--- src/spmc_pkg.sv ---
// shared constants and carriers for the serial port mode control block
package spmc_pkg;

  // register byte addresses on the avalon slave
  localparam logic [17:0] SPMC_MODE_OFS = 18'h12004;
  localparam logic [17:0] SPMC_IRQ_STAT_OFS = 18'h12040;
  localparam logic [17:0] SPMC_IRQ_CLR_OFS = 18'h12044;
  localparam logic [17:0] SPMC_IRQ_EN_OFS = 18'h12048;

  // mode register field positions
  localparam int SPMC_LANE_HI = 31;
  localparam int SPMC_LANE_LO = 30;
  localparam int SPMC_IDLE_CHK_DIS_BIT = 29;
  localparam int SPMC_TX_BYPASS_BIT = 28;
  localparam int SPMC_ERR_WR_DIS_BIT = 27;
  localparam int SPMC_DEST_DIS_BIT = 26;
  localparam int SPMC_SELF_RST_BIT = 25;
  localparam int SPMC_MAINT_DIS_BIT = 24;
  localparam int SPMC_MLTC_EN_BIT = 5;
  localparam int SPMC_MLTC_FLAG_BIT = 4;
  localparam int SPMC_RST_EN_BIT = 3;
  localparam int SPMC_RST_FLAG_BIT = 2;
  localparam int SPMC_INBOUND_WRITE_IRQ_ENABLE_BIT = 1;
  localparam int SPMC_PW_FLAG_BIT = 0;

  // event index inside the status, clear and enable registers
  localparam int SPMC_EV_PW = 0;
  localparam int SPMC_EV_RST = 1;
  localparam int SPMC_EV_MLTC = 2;
  localparam int SPMC_EV_IDLE = 3;
  localparam int SPMC_EV_NUM = 4;

  // reset values
  localparam logic [1:0] SPMC_LANE_RST = 2'h0;
  localparam logic [SPMC_EV_NUM-1:0] SPMC_IRQ_EN_RST = 4'h0;

  // lane configuration codes
  localparam logic [1:0] SPMC_LANE_STD = 2'h0;
  localparam logic [1:0] SPMC_LANE_QUAD_1X = 2'h1;

  // reset control symbols needed in an unbroken run
  localparam int SPMC_RST_SEQ_LEN = 4;

  // transmit fifo depth when bypassed
  localparam int SPMC_BYPASS_DEPTH = 4;

  // class of a character seen during an idle sequence
  typedef enum logic [1:0] {
    SPMC_CHAR_K = 2'b00,
    SPMC_CHAR_A = 2'b01,
    SPMC_CHAR_R = 2'b10,
    SPMC_CHAR_OTHER = 2'b11
  } spmc_char_e;

  // control fields that steer the port
  typedef struct packed {
    logic [1:0] lane_config_select;
    logic idle_check_disable;
    logic tx_fifo_bypass;
    logic error_report_write_disable;
    logic dest_decode_disable;
    logic self_reset_enable;
    logic maint_id_check_disable;
  } spmc_ctrl_s;

  // received packet header
  typedef struct packed {
    logic valid;
    logic maint;
    logic [15:0] dest_id;
  } spmc_pkt_s;

endpackage : spmc_pkg

--- src/spmc_flag.sv ---
`timescale 1ns/1ps
// sticky event flags: a set in the same cycle as a clear wins
module spmc_flag #(
  parameter int WIDTH = 4
) (
  // clock and reset
  input wire logic core_clk_i,
  input wire logic rst_n_i,
  // events and clears
  input wire logic [WIDTH-1:0] set_i,
  input wire logic [WIDTH-1:0] clr_i,
  // stored flags
  output logic [WIDTH-1:0] flag_o
);

  // width must hold at least one flag
  if (WIDTH < 1) begin : g_chk
    $error("spmc_flag: WIDTH must be at least 1");
  end

  logic [WIDTH-1:0] flag; // stored flags
  logic [WIDTH-1:0] next_flag; // next flags

  // clear first, then let events win
  always_comb begin
    next_flag = (flag & ~clr_i) | set_i;
  end

  // register the flags
  always_ff @(posedge core_clk_i or negedge rst_n_i) begin
    if (!rst_n_i) begin
      flag <= '0;
    end else begin
      flag <= next_flag;
    end
  end

  assign flag_o = flag;

endmodule : spmc_flag

--- src/spmc_rst_seq.sv ---
`timescale 1ns/1ps
// counts an unbroken run of reset control symbols
module spmc_rst_seq
  import spmc_pkg::*;
#(
  parameter int SEQ_LEN = SPMC_RST_SEQ_LEN
) (
  // clock and reset
  input wire logic core_clk_i,
  input wire logic rst_n_i,
  // accepted control symbols
  input wire logic sym_valid_i,
  input wire logic sym_is_rst_i,
  // run complete, one cycle
  output logic seq_done_o
);

  // a run needs at least one symbol and fits the counter
  if (SEQ_LEN < 1 || SEQ_LEN > 255) begin : g_chk
    $error("spmc_rst_seq: SEQ_LEN out of range");
  end

  localparam logic [7:0] LAST = 8'(SEQ_LEN - 1);

  logic [7:0] cnt; // symbols seen in the run
  logic [7:0] next_cnt; // next count
  logic done; // registered completion pulse
  logic next_done; // next completion

  // any other symbol breaks the run; completion restarts it
  always_comb begin
    next_cnt = cnt;
    next_done = 1'b0;
    if (sym_valid_i) begin
      if (!sym_is_rst_i) begin
        next_cnt = 8'h00;
      end else if (cnt == LAST) begin
        next_cnt = 8'h00;
        next_done = 1'b1;
      end else begin
        next_cnt = cnt + 8'h01;
      end
    end
  end

  // register count and pulse
  always_ff @(posedge core_clk_i or negedge rst_n_i) begin
    if (!rst_n_i) begin
      cnt <= 8'h00;
      done <= 1'b0;
    end else begin
      cnt <= next_cnt;
      done <= next_done;
    end
  end

  assign seq_done_o = done;

endmodule : spmc_rst_seq

--- src/spmc_mode_ctrl.sv ---
// Register access over Avalon-MM was left to the implementer.
`timescale 1ns/1ps
// Operation
// - lane code 00 standard, 01 four 1x
// - idle check on: non K/A/R stops input
// - idle check off: ignore bad idle characters
// - bypass 0: transmit fifo runs normally
// - bypass 1: four-entry phase absorbing fifo
// - port-write error reports enabled unless disabled
// - decode on: foreign destination not forwarded
// - decode off: every destination forwarded
// - self reset off: four resets only interrupt
// - self reset on: reset serdes and registers
// - maint check on: mismatches go to mac
// - maint check off: handle all maintenance locally
// - bits 23 to 6 read zero
// - maint check reset value is parameter
// - multicast flag sticky, write one clears
// - reset-received flag sticky, write one clears
// - inbound write flag sticky, write one clears
module spmc_mode_ctrl
  import spmc_pkg::*;
#(
  parameter logic MAINT_DIS_RST = 1'b0
) (
  // clock and reset
  input wire logic core_clk_i,
  input wire logic rst_n_i,
  // avalon-mm slave
  input wire logic [17:0] avs_address,
  input wire logic avs_read,
  input wire logic avs_write,
  input wire logic [31:0] avs_writedata,
  input wire logic [3:0] avs_byteenable,
  output logic [31:0] avs_readdata,
  output logic avs_waitrequest,
  // idle sequence receiver
  input wire logic idle_char_valid_i,
  input wire spmc_char_e idle_char_i,
  input wire logic link_recover_i,
  output logic input_error_stop_o,
  // received packets
  input wire spmc_pkt_s pkt_i,
  input wire logic [15:0] base_id_i,
  output logic pkt_accept_o,
  output logic pkt_forward_o,
  output logic maint_to_mac_o,
  output logic maint_local_o,
  // control symbols and events
  input wire logic ctl_sym_valid_i,
  input wire logic ctl_sym_is_rst_i,
  input wire logic mltc_sym_i,
  input wire logic inbound_write_i,
  // control out to the port
  output spmc_ctrl_s ctrl_o,
  output logic [2:0] tx_fifo_depth_o,
  output logic error_report_enable_o,
  output logic serdes_reset_o,
  // interrupts
  output logic mltc_irq_o,
  output logic rst_irq_o,
  output logic inbound_write_irq_o,
  output logic irq_o
);

  // idle receiver states
  typedef enum logic [0:0] {
    SPMC_IDLE_RUN = 1'b0,
    SPMC_IDLE_STOP = 1'b1
  } spmc_idle_e;

  // byte-lane write mask from byte enables
  function automatic logic [31:0] lane_mask(input logic [3:0] be);
    lane_mask = {{8{be[3]}}, {8{be[2]}}, {8{be[1]}}, {8{be[0]}}};
  endfunction : lane_mask

  // bus handshake state
  logic ack, next_ack; // answer cycle marker
  logic [31:0] rdata, next_rdata; // registered read data
  logic req; // request pending
  logic wr_go; // write commits this edge
  logic [31:0] wmask; // active write bits
  // control and enable registers
  spmc_ctrl_s ctrl, next_ctrl; // stored control fields
  logic mltc_en, rst_en, inbound_write_irq_enable; // mode register line enables
  logic next_mltc_en, next_rst_en, next_inbound_write_irq_enable; // next line enables
  logic [SPMC_EV_NUM-1:0] irq_en, next_irq_en; // summary interrupt enables
  // events and flags
  logic [SPMC_EV_NUM-1:0] ev_set; // event pulses
  logic [SPMC_EV_NUM-1:0] ev_clr; // flag clears
  logic [SPMC_EV_NUM-1:0] flags; // sticky flags
  logic rst_seq_done; // four reset symbols seen
  logic self_rst, next_self_rst; // self reset pulse
  // idle receiver
  spmc_idle_e idle_st, next_idle_st; // receiver state
  logic bad_idle; // forbidden idle character
  // packet decode
  logic id_match; // destination equals base
  logic [3:0] pkt_out, next_pkt_out; // registered packet outputs

  assign req = avs_read | avs_write;
  assign wr_go = avs_write & ack;
  assign wmask = lane_mask(avs_byteenable);
  assign avs_waitrequest = req & ~ack;
  assign avs_readdata = rdata;

  // one wait cycle per access, read data captured before the answer
  always_comb begin
    next_ack = req & ~ack;
    next_rdata = rdata;
    if (avs_read && !ack) begin
      unique case (avs_address)
        SPMC_MODE_OFS: begin
          next_rdata = {ctrl, 18'h0_0000, mltc_en, flags[SPMC_EV_MLTC], rst_en, flags[SPMC_EV_RST],
                        inbound_write_irq_enable, flags[SPMC_EV_PW]};
        end
        SPMC_IRQ_STAT_OFS: begin
          next_rdata = {28'h000_0000, flags};
        end
        SPMC_IRQ_EN_OFS: begin
          next_rdata = {28'h000_0000, irq_en};
        end
        default: begin
          // clear register and unmapped space read zero
          next_rdata = 32'h0000_0000;
        end
      endcase
    end
  end

  // register bus answer
  always_ff @(posedge core_clk_i or negedge rst_n_i) begin
    if (!rst_n_i) begin
      ack <= 1'b0;
      rdata <= 32'h0000_0000;
    end else begin
      ack <= next_ack;
      rdata <= next_rdata;
    end
  end

  // control register writes, byte-lane masked
  always_comb begin
    next_ctrl = ctrl;
    next_mltc_en = mltc_en;
    next_rst_en = rst_en;
    next_inbound_write_irq_enable = inbound_write_irq_enable;
    next_irq_en = irq_en;
    if (self_rst) begin
      next_ctrl = '{lane_config_select: SPMC_LANE_RST, maint_id_check_disable: MAINT_DIS_RST, default: 1'b0};
      next_mltc_en = 1'b0;
      next_rst_en = 1'b0;
      next_inbound_write_irq_enable = 1'b0;
      next_irq_en = SPMC_IRQ_EN_RST;
    end else if (wr_go && avs_address == SPMC_MODE_OFS) begin
      if (wmask[SPMC_LANE_HI] &&
          (avs_writedata[SPMC_LANE_HI:SPMC_LANE_LO] == SPMC_LANE_STD ||
           avs_writedata[SPMC_LANE_HI:SPMC_LANE_LO] == SPMC_LANE_QUAD_1X)) begin
        next_ctrl.lane_config_select = avs_writedata[SPMC_LANE_HI:SPMC_LANE_LO];
      end
      if (wmask[SPMC_MAINT_DIS_BIT]) begin
        next_ctrl.idle_check_disable = avs_writedata[SPMC_IDLE_CHK_DIS_BIT];
        next_ctrl.tx_fifo_bypass = avs_writedata[SPMC_TX_BYPASS_BIT];
        next_ctrl.error_report_write_disable = avs_writedata[SPMC_ERR_WR_DIS_BIT];
        next_ctrl.dest_decode_disable = avs_writedata[SPMC_DEST_DIS_BIT];
        next_ctrl.self_reset_enable = avs_writedata[SPMC_SELF_RST_BIT];
        next_ctrl.maint_id_check_disable = avs_writedata[SPMC_MAINT_DIS_BIT];
      end
      if (wmask[SPMC_PW_FLAG_BIT]) begin
        next_mltc_en = avs_writedata[SPMC_MLTC_EN_BIT];
        next_rst_en = avs_writedata[SPMC_RST_EN_BIT];
        next_inbound_write_irq_enable = avs_writedata[SPMC_INBOUND_WRITE_IRQ_ENABLE_BIT];
      end
    end else if (wr_go && avs_address == SPMC_IRQ_EN_OFS && avs_byteenable[0]) begin
      next_irq_en = avs_writedata[SPMC_EV_NUM-1:0];
    end
  end

  // register control fields
  always_ff @(posedge core_clk_i or negedge rst_n_i) begin
    if (!rst_n_i) begin
      ctrl <= '{lane_config_select: SPMC_LANE_RST, maint_id_check_disable: MAINT_DIS_RST, default: 1'b0};
      mltc_en <= 1'b0;
      rst_en <= 1'b0;
      inbound_write_irq_enable <= 1'b0;
      irq_en <= SPMC_IRQ_EN_RST;
    end else begin
      ctrl <= next_ctrl;
      mltc_en <= next_mltc_en;
      rst_en <= next_rst_en;
      inbound_write_irq_enable <= next_inbound_write_irq_enable;
      irq_en <= next_irq_en;
    end
  end

  // reset symbol run detector
  spmc_rst_seq #(
    .SEQ_LEN(SPMC_RST_SEQ_LEN)
  ) u_rst_seq (
    .core_clk_i(core_clk_i),
    .rst_n_i(rst_n_i),
    .sym_valid_i(ctl_sym_valid_i),
    .sym_is_rst_i(ctl_sym_is_rst_i),
    .seq_done_o(rst_seq_done)
  );

  // route the completed run to flag or self reset
  always_comb begin
    next_self_rst = rst_seq_done & ctrl.self_reset_enable;
    ev_set = '0;
    ev_set[SPMC_EV_RST] = rst_seq_done & ~ctrl.self_reset_enable;
    ev_set[SPMC_EV_MLTC] = mltc_sym_i;
    ev_set[SPMC_EV_PW] = inbound_write_i;
    ev_set[SPMC_EV_IDLE] = bad_idle;
  end

  // write-one clears from mode or clear register
  always_comb begin
    ev_clr = {SPMC_EV_NUM{self_rst}};
    if (wr_go && avs_address == SPMC_MODE_OFS && avs_byteenable[0]) begin
      ev_clr[SPMC_EV_RST] = ev_clr[SPMC_EV_RST] | avs_writedata[SPMC_RST_FLAG_BIT];
      ev_clr[SPMC_EV_MLTC] = ev_clr[SPMC_EV_MLTC] | avs_writedata[SPMC_MLTC_FLAG_BIT];
      ev_clr[SPMC_EV_PW] = ev_clr[SPMC_EV_PW] | avs_writedata[SPMC_PW_FLAG_BIT];
    end else if (wr_go && avs_address == SPMC_IRQ_CLR_OFS && avs_byteenable[0]) begin
      ev_clr = ev_clr | avs_writedata[SPMC_EV_NUM-1:0];
    end
  end

  // register self reset pulse
  always_ff @(posedge core_clk_i or negedge rst_n_i) begin
    if (!rst_n_i) begin
      self_rst <= 1'b0;
    end else begin
      self_rst <= next_self_rst;
    end
  end

  // sticky flags, events win over clears
  spmc_flag #(
    .WIDTH(SPMC_EV_NUM)
  ) u_flags (
    .core_clk_i(core_clk_i),
    .rst_n_i(rst_n_i),
    .set_i(ev_set),
    .clr_i(ev_clr),
    .flag_o(flags)
  );

  // idle receiver: stop on forbidden characters when checking
  always_comb begin
    bad_idle = (idle_st == SPMC_IDLE_RUN) && idle_char_valid_i &&
               (idle_char_i == SPMC_CHAR_OTHER) && !ctrl.idle_check_disable;
    next_idle_st = idle_st;
    unique case (idle_st)
      SPMC_IDLE_RUN: begin
        if (bad_idle) begin
          next_idle_st = SPMC_IDLE_STOP;
        end
      end
      SPMC_IDLE_STOP: begin
        if (link_recover_i || self_rst) begin
          next_idle_st = SPMC_IDLE_RUN;
        end
      end
    endcase
  end

  // register idle receiver state
  always_ff @(posedge core_clk_i or negedge rst_n_i) begin
    if (!rst_n_i) begin
      idle_st <= SPMC_IDLE_RUN;
    end else begin
      idle_st <= next_idle_st;
    end
  end

  // packet acceptance decode
  always_comb begin
    id_match = (pkt_i.dest_id == base_id_i);
    next_pkt_out = 4'h0;
    if (pkt_i.valid && pkt_i.maint) begin
      next_pkt_out[0] = 1'b1;
      next_pkt_out[2] = !id_match && !ctrl.maint_id_check_disable;
      next_pkt_out[3] = id_match || ctrl.maint_id_check_disable;
    end else if (pkt_i.valid) begin
      next_pkt_out[0] = 1'b1;
      next_pkt_out[1] = id_match || ctrl.dest_decode_disable;
    end
  end

  // register packet outputs
  always_ff @(posedge core_clk_i or negedge rst_n_i) begin
    if (!rst_n_i) begin
      pkt_out <= 4'h0;
    end else begin
      pkt_out <= next_pkt_out;
    end
  end

  assign pkt_accept_o = pkt_out[0];
  assign pkt_forward_o = pkt_out[1];
  assign maint_to_mac_o = pkt_out[2];
  assign maint_local_o = pkt_out[3];
  assign input_error_stop_o = (idle_st == SPMC_IDLE_STOP);
  assign serdes_reset_o = self_rst;

  // control outputs to the port
  assign ctrl_o = ctrl;
  assign tx_fifo_depth_o = ctrl.tx_fifo_bypass ? 3'(SPMC_BYPASS_DEPTH) : 3'h0;
  assign error_report_enable_o = ~ctrl.error_report_write_disable;

  // interrupt lines
  assign mltc_irq_o = flags[SPMC_EV_MLTC] & mltc_en;
  assign rst_irq_o = flags[SPMC_EV_RST] & rst_en;
  assign inbound_write_irq_o = flags[SPMC_EV_PW] & inbound_write_irq_enable;
  assign irq_o = |(flags & irq_en);

endmodule : spmc_mode_ctrl

--- config.mk ---
export PLATFORM = sky130hd
export DESIGN_NAME = spmc_mode_ctrl
export DESIGN_NICKNAME = d
export VERILOG_FILES = /design/src/spmc_pkg.sv /design/src/spmc_flag.sv /design/src/spmc_rst_seq.sv /design/src/spmc_mode_ctrl.sv
export SDC_FILE = /design/constraint.sdc
export NUM_CORES = 1
export LEC_CHECK = 0
export ABC_AREA = 0
export BUFFER_PORTS_ARGS = -buffer_cell sky130_fd_sc_hd__buf_4
export CAP_MARGIN = 20
export CORE_MARGIN = 10
export CORE_UTILIZATION = 40
export CTS_CLUSTER_DIAMETER = 40
export CTS_CLUSTER_SIZE = 25
export DETAILED_ROUTE_END_ITERATION = 8
export PLACE_DENSITY = 0.89
export REMOVE_ABC_BUFFERS = 1
export SYNTH_ARGS = -nofsm -noshare
export SYNTH_HDL_FRONTEND = slang
export SYNTH_SLANG_ARGS = --single-unit
export TNS_END_PERCENT = 30
--- constraint.sdc ---
create_clock -name core_clk_i -period 1.8 [get_ports core_clk_i]
set_input_delay 0.36 -clock core_clk_i [delete_from_list [all_inputs] [get_ports core_clk_i]]
set_output_delay 0.36 -clock core_clk_i [all_outputs]
set_load 0.01 [all_outputs]
==> results.json <==
{
  "worstSkewPairLatency_ps": 310,
  "antenna_found_initial": 0,
  "yosysSeqAreaShare_pct": 46.53,
  "initial_core_util_pct": 41.26,
  "synth_area_mm2": 0.002635,
  "drc_errors": 0,
  "r2r_slack_ps": 30,
  "syn_avg_cell_area_um2": 10.06,
  "synthArstFlopShare_pct": 100.0,
  "yosysMostFrequentCell": "dfrtp_1",
  "die_area_mm2": 0.01023,
  "cts.sinks": 49,
  "coreArea_mm2": 0.006386,
  "drtPass1Iterations": 4,
  "clk_pin_slew_worst_paths_ps": 90,
  "rr_worst_depth": 4,
  "slew_headroom_pct": 60.35,
  "rsz0062_at_grt": "true",
  "setup_ws_ps": 30.11,
  "cts.path.max_buffers": 2,
  "synth_ff_type": "dfrtp_1",
  "synth-seq-cells": 49,
  "path_max_fanout": 3,
  "synthTopCellsByArea": "dfrtp_1, buf_4, xnor2_1, nand3_1, a22o_1",
  "placementRows": 29,
  "cap_violations": 0,
  "status": "finished, final reports clean",
  "fin_util_pct": 57.90,
  "grt_pass1_wl_mm": 12.98,
  "cts_buffers": 5,
  "cts_tree": "built",
  "setup_tns_ps": 0,
  "grt_usage_pct": 15.50,
  "overflow": 0,
  "fmax_mhz": 565.0,
  "cts_max_level": 2,
  "holdWs_ps": 46.02,
  "boundaryPins": 155,
  "critPathLaunchType": "flip-flop",
  "dp_hpwl_mm": 6.668,
  "ant_nets": 0,
  "synthTopCellsByCount": "dfrtp_1, buf_4, nand3_1",
  "worst-slew-pin-transition_ps": 594.7,
  "hp-class": "input port to asynchronous set/reset pin",
  "avgRoutedWirePerCell_um": 17.46,
  "vias": 2487,
  "slew_violations": 0,
  "setup_violations": 0,
  "syn_to_final_growth_pct": 40.31,
  "fin_crit_ps": 1770,
  "vdd_drop_max_uv": 559.8,
  "synth_top_area_share_pct": 46.53,
  "vias_per_cell": 5.325,
  "pwr-share-clk_pct": 30.6,
  "dp_slack_ps": 22.01,
  "r2r_end": "u_rst_seq.cnt[4]",
  "grt_pass1_vias": 2713,
  "synth-edff-count": 0,
  "clockRootBuffer": "clkbuf_8",
  "p_sw_share_pct": 26.11,
  "critPathKind": "flip-flop to flip-flop",
  "wirelength_mm": 8.152,
  "io_buffers": 114,
  "yosys.area.top_type": "dfrtp_1",
  "synth.distinct_cells": 51,
  "nets": 490,
  "die_w_um": 101.2,
  "ys_warn_count": 0,
  "netSwitchingPower_uw": 562.6,
  "die_h_um": 101.2,
  "synthCells": 262,
  "p_comb_share_pct": 17.1,
  "grt_max_degree": 50,
  "p_leak_uw": 0.001819,
  "finClkSkew_ps": 6.554,
  "pwr-share-seq_pct": 52.3,
  "routabilityCongestion": 0.8476,
  "power_density_mw_per_mm2": 582.8,
  "timing.final.crit_share_pct": 98.33,
  "diodes": 0,
  "drive_gt1_share_pct": 38.21,
  "reg2reg_from": "u_rst_seq.cnt[7]",
  "crit_arrival_ps": 1970,
  "drtIter0Drc": 126,
  "end_kind": "flip-flop",
  "cts_hold_buf": 0,
  "intPower_uw": 1592,
  "hold_violations": 0,
  "cp.required_ps": 2000
}
## cells by family after synthesis
group	after synthesis	share of synthesized area [%]
flip-flops	49	46.53
adder cells (fa/ha/maj)	1	0.4748
other	1	0.1423
AND/OR/NAND/NOR	81	18.14
buffers and inverters	37	8.404
XOR/XNOR	18	5.983
AO/OA/AOI/OAI	74	19.94
multiplexers	1	0.3799
## layout make-up
| cell class | count | area (um2) |
|---|---|---|
| fillers | 566 | 2689 |
| clock inverters | 3 | 21.27 |
| well taps | 77 | 96.34 |
| repair buffers | 132 | 1003 |
| multi-input cells | 195 | 1259 |
| inverters | 6 | 22.52 |
| flip-flops and latches | 49 | 1226 |
| clock buffers | 5 | 68.82 |
## layout by cell type (no fill, tap or decap), drive strengths merged, types with 2 or more instances in the layout
cell type / instances
nor3b: 2
inv: 7
nand4: 6
nor2: 6
nor4b: 2
and2: 4
nor3: 5
xnor2: 16
a22o: 12
nor4: 2
or2: 2
nor2b: 5
a2bb2oi: 3
conb: 20
nand3: 21
buf: 132
o21ai: 19
and3: 3
nand2: 14
a22oi: 5
a21o: 2
o31ai: 6
and4: 2
a41oi: 2
clkbuf: 5
xor2: 2
nand2b: 2
dfrtp: 49
a21oi: 16
## per-stage QoR
stage	power [uW]	instances	instance area, um2
4_1_cts	2156	464	3675
5_1_grt	2257	467	3697
2_1_floorplan	1275	250	2507
3_5_place_dp	1507	456	3585
3_3_place_gp	1491	456	3585
6_report	2155	467	3697
## routing by layer
metal  track usage, %  part of all wire (%)
met4            4.287                  0.74
met2            27.88                    54
met3            4.765                   7.4
met5                0                     0
met1            17.19                    38
## worst max path at each step
stage | start | endpoint | slack (ps) | cells after the start
global route | u_rst_seq.cnt[7] | u_rst_seq.cnt[4] | -20 | 4
floorplan | avs_address[1] | avs_readdata[24] | 20 | 4
finish | u_rst_seq.cnt[7] | u_rst_seq.cnt[4] | 30 | 4
CTS | u_rst_seq.cnt[1] | u_rst_seq.cnt[4] | 6 | 5
detailed placement | avs_address[3] | ctrl_o[7] | 20 | 4
global placement | avs_address[3] | ctrl_o[7] | 60 | 4
## critical path: stages (launching register included)
cell and delay [ps]:
dfrtp_1 400, or4_4 570, o311ai_4 310, nor3_1 100
a311o_1 270
## power by group through the flow
stage / sequential [uW] / combinational, uW / clock, uW
final: 1130 / 368 / 659
after global routing: 1130 / 404 / 722
after CTS: 1130 / 356 / 670
after detailed placement: 1150 / 355 / 0
after global placement: 1150 / 342 / 0
after floorplan: 1150 / 123 / 0
## sequential cells by signal, indices dropped and copies added (netlist names)
signal	cells
ack	1
avs_readdata	14
ctrl_o	8
inbound_write_irq_enable	1
input_error_stop_o	1
irq_en	4
mltc_en	1
pkt_out	4
rst_en	1
serdes_reset_o	1
u_flags.flag_o	4
u_rst_seq.cnt	8
u_rst_seq.seq_done_o	1
## repair_timing
action	CTS	global route
setup buffers	0	3
gates resized for setup	0	0
endpoints found under the setup margin	0	2
Note: power is estimated with default switching activity, not from simulation.
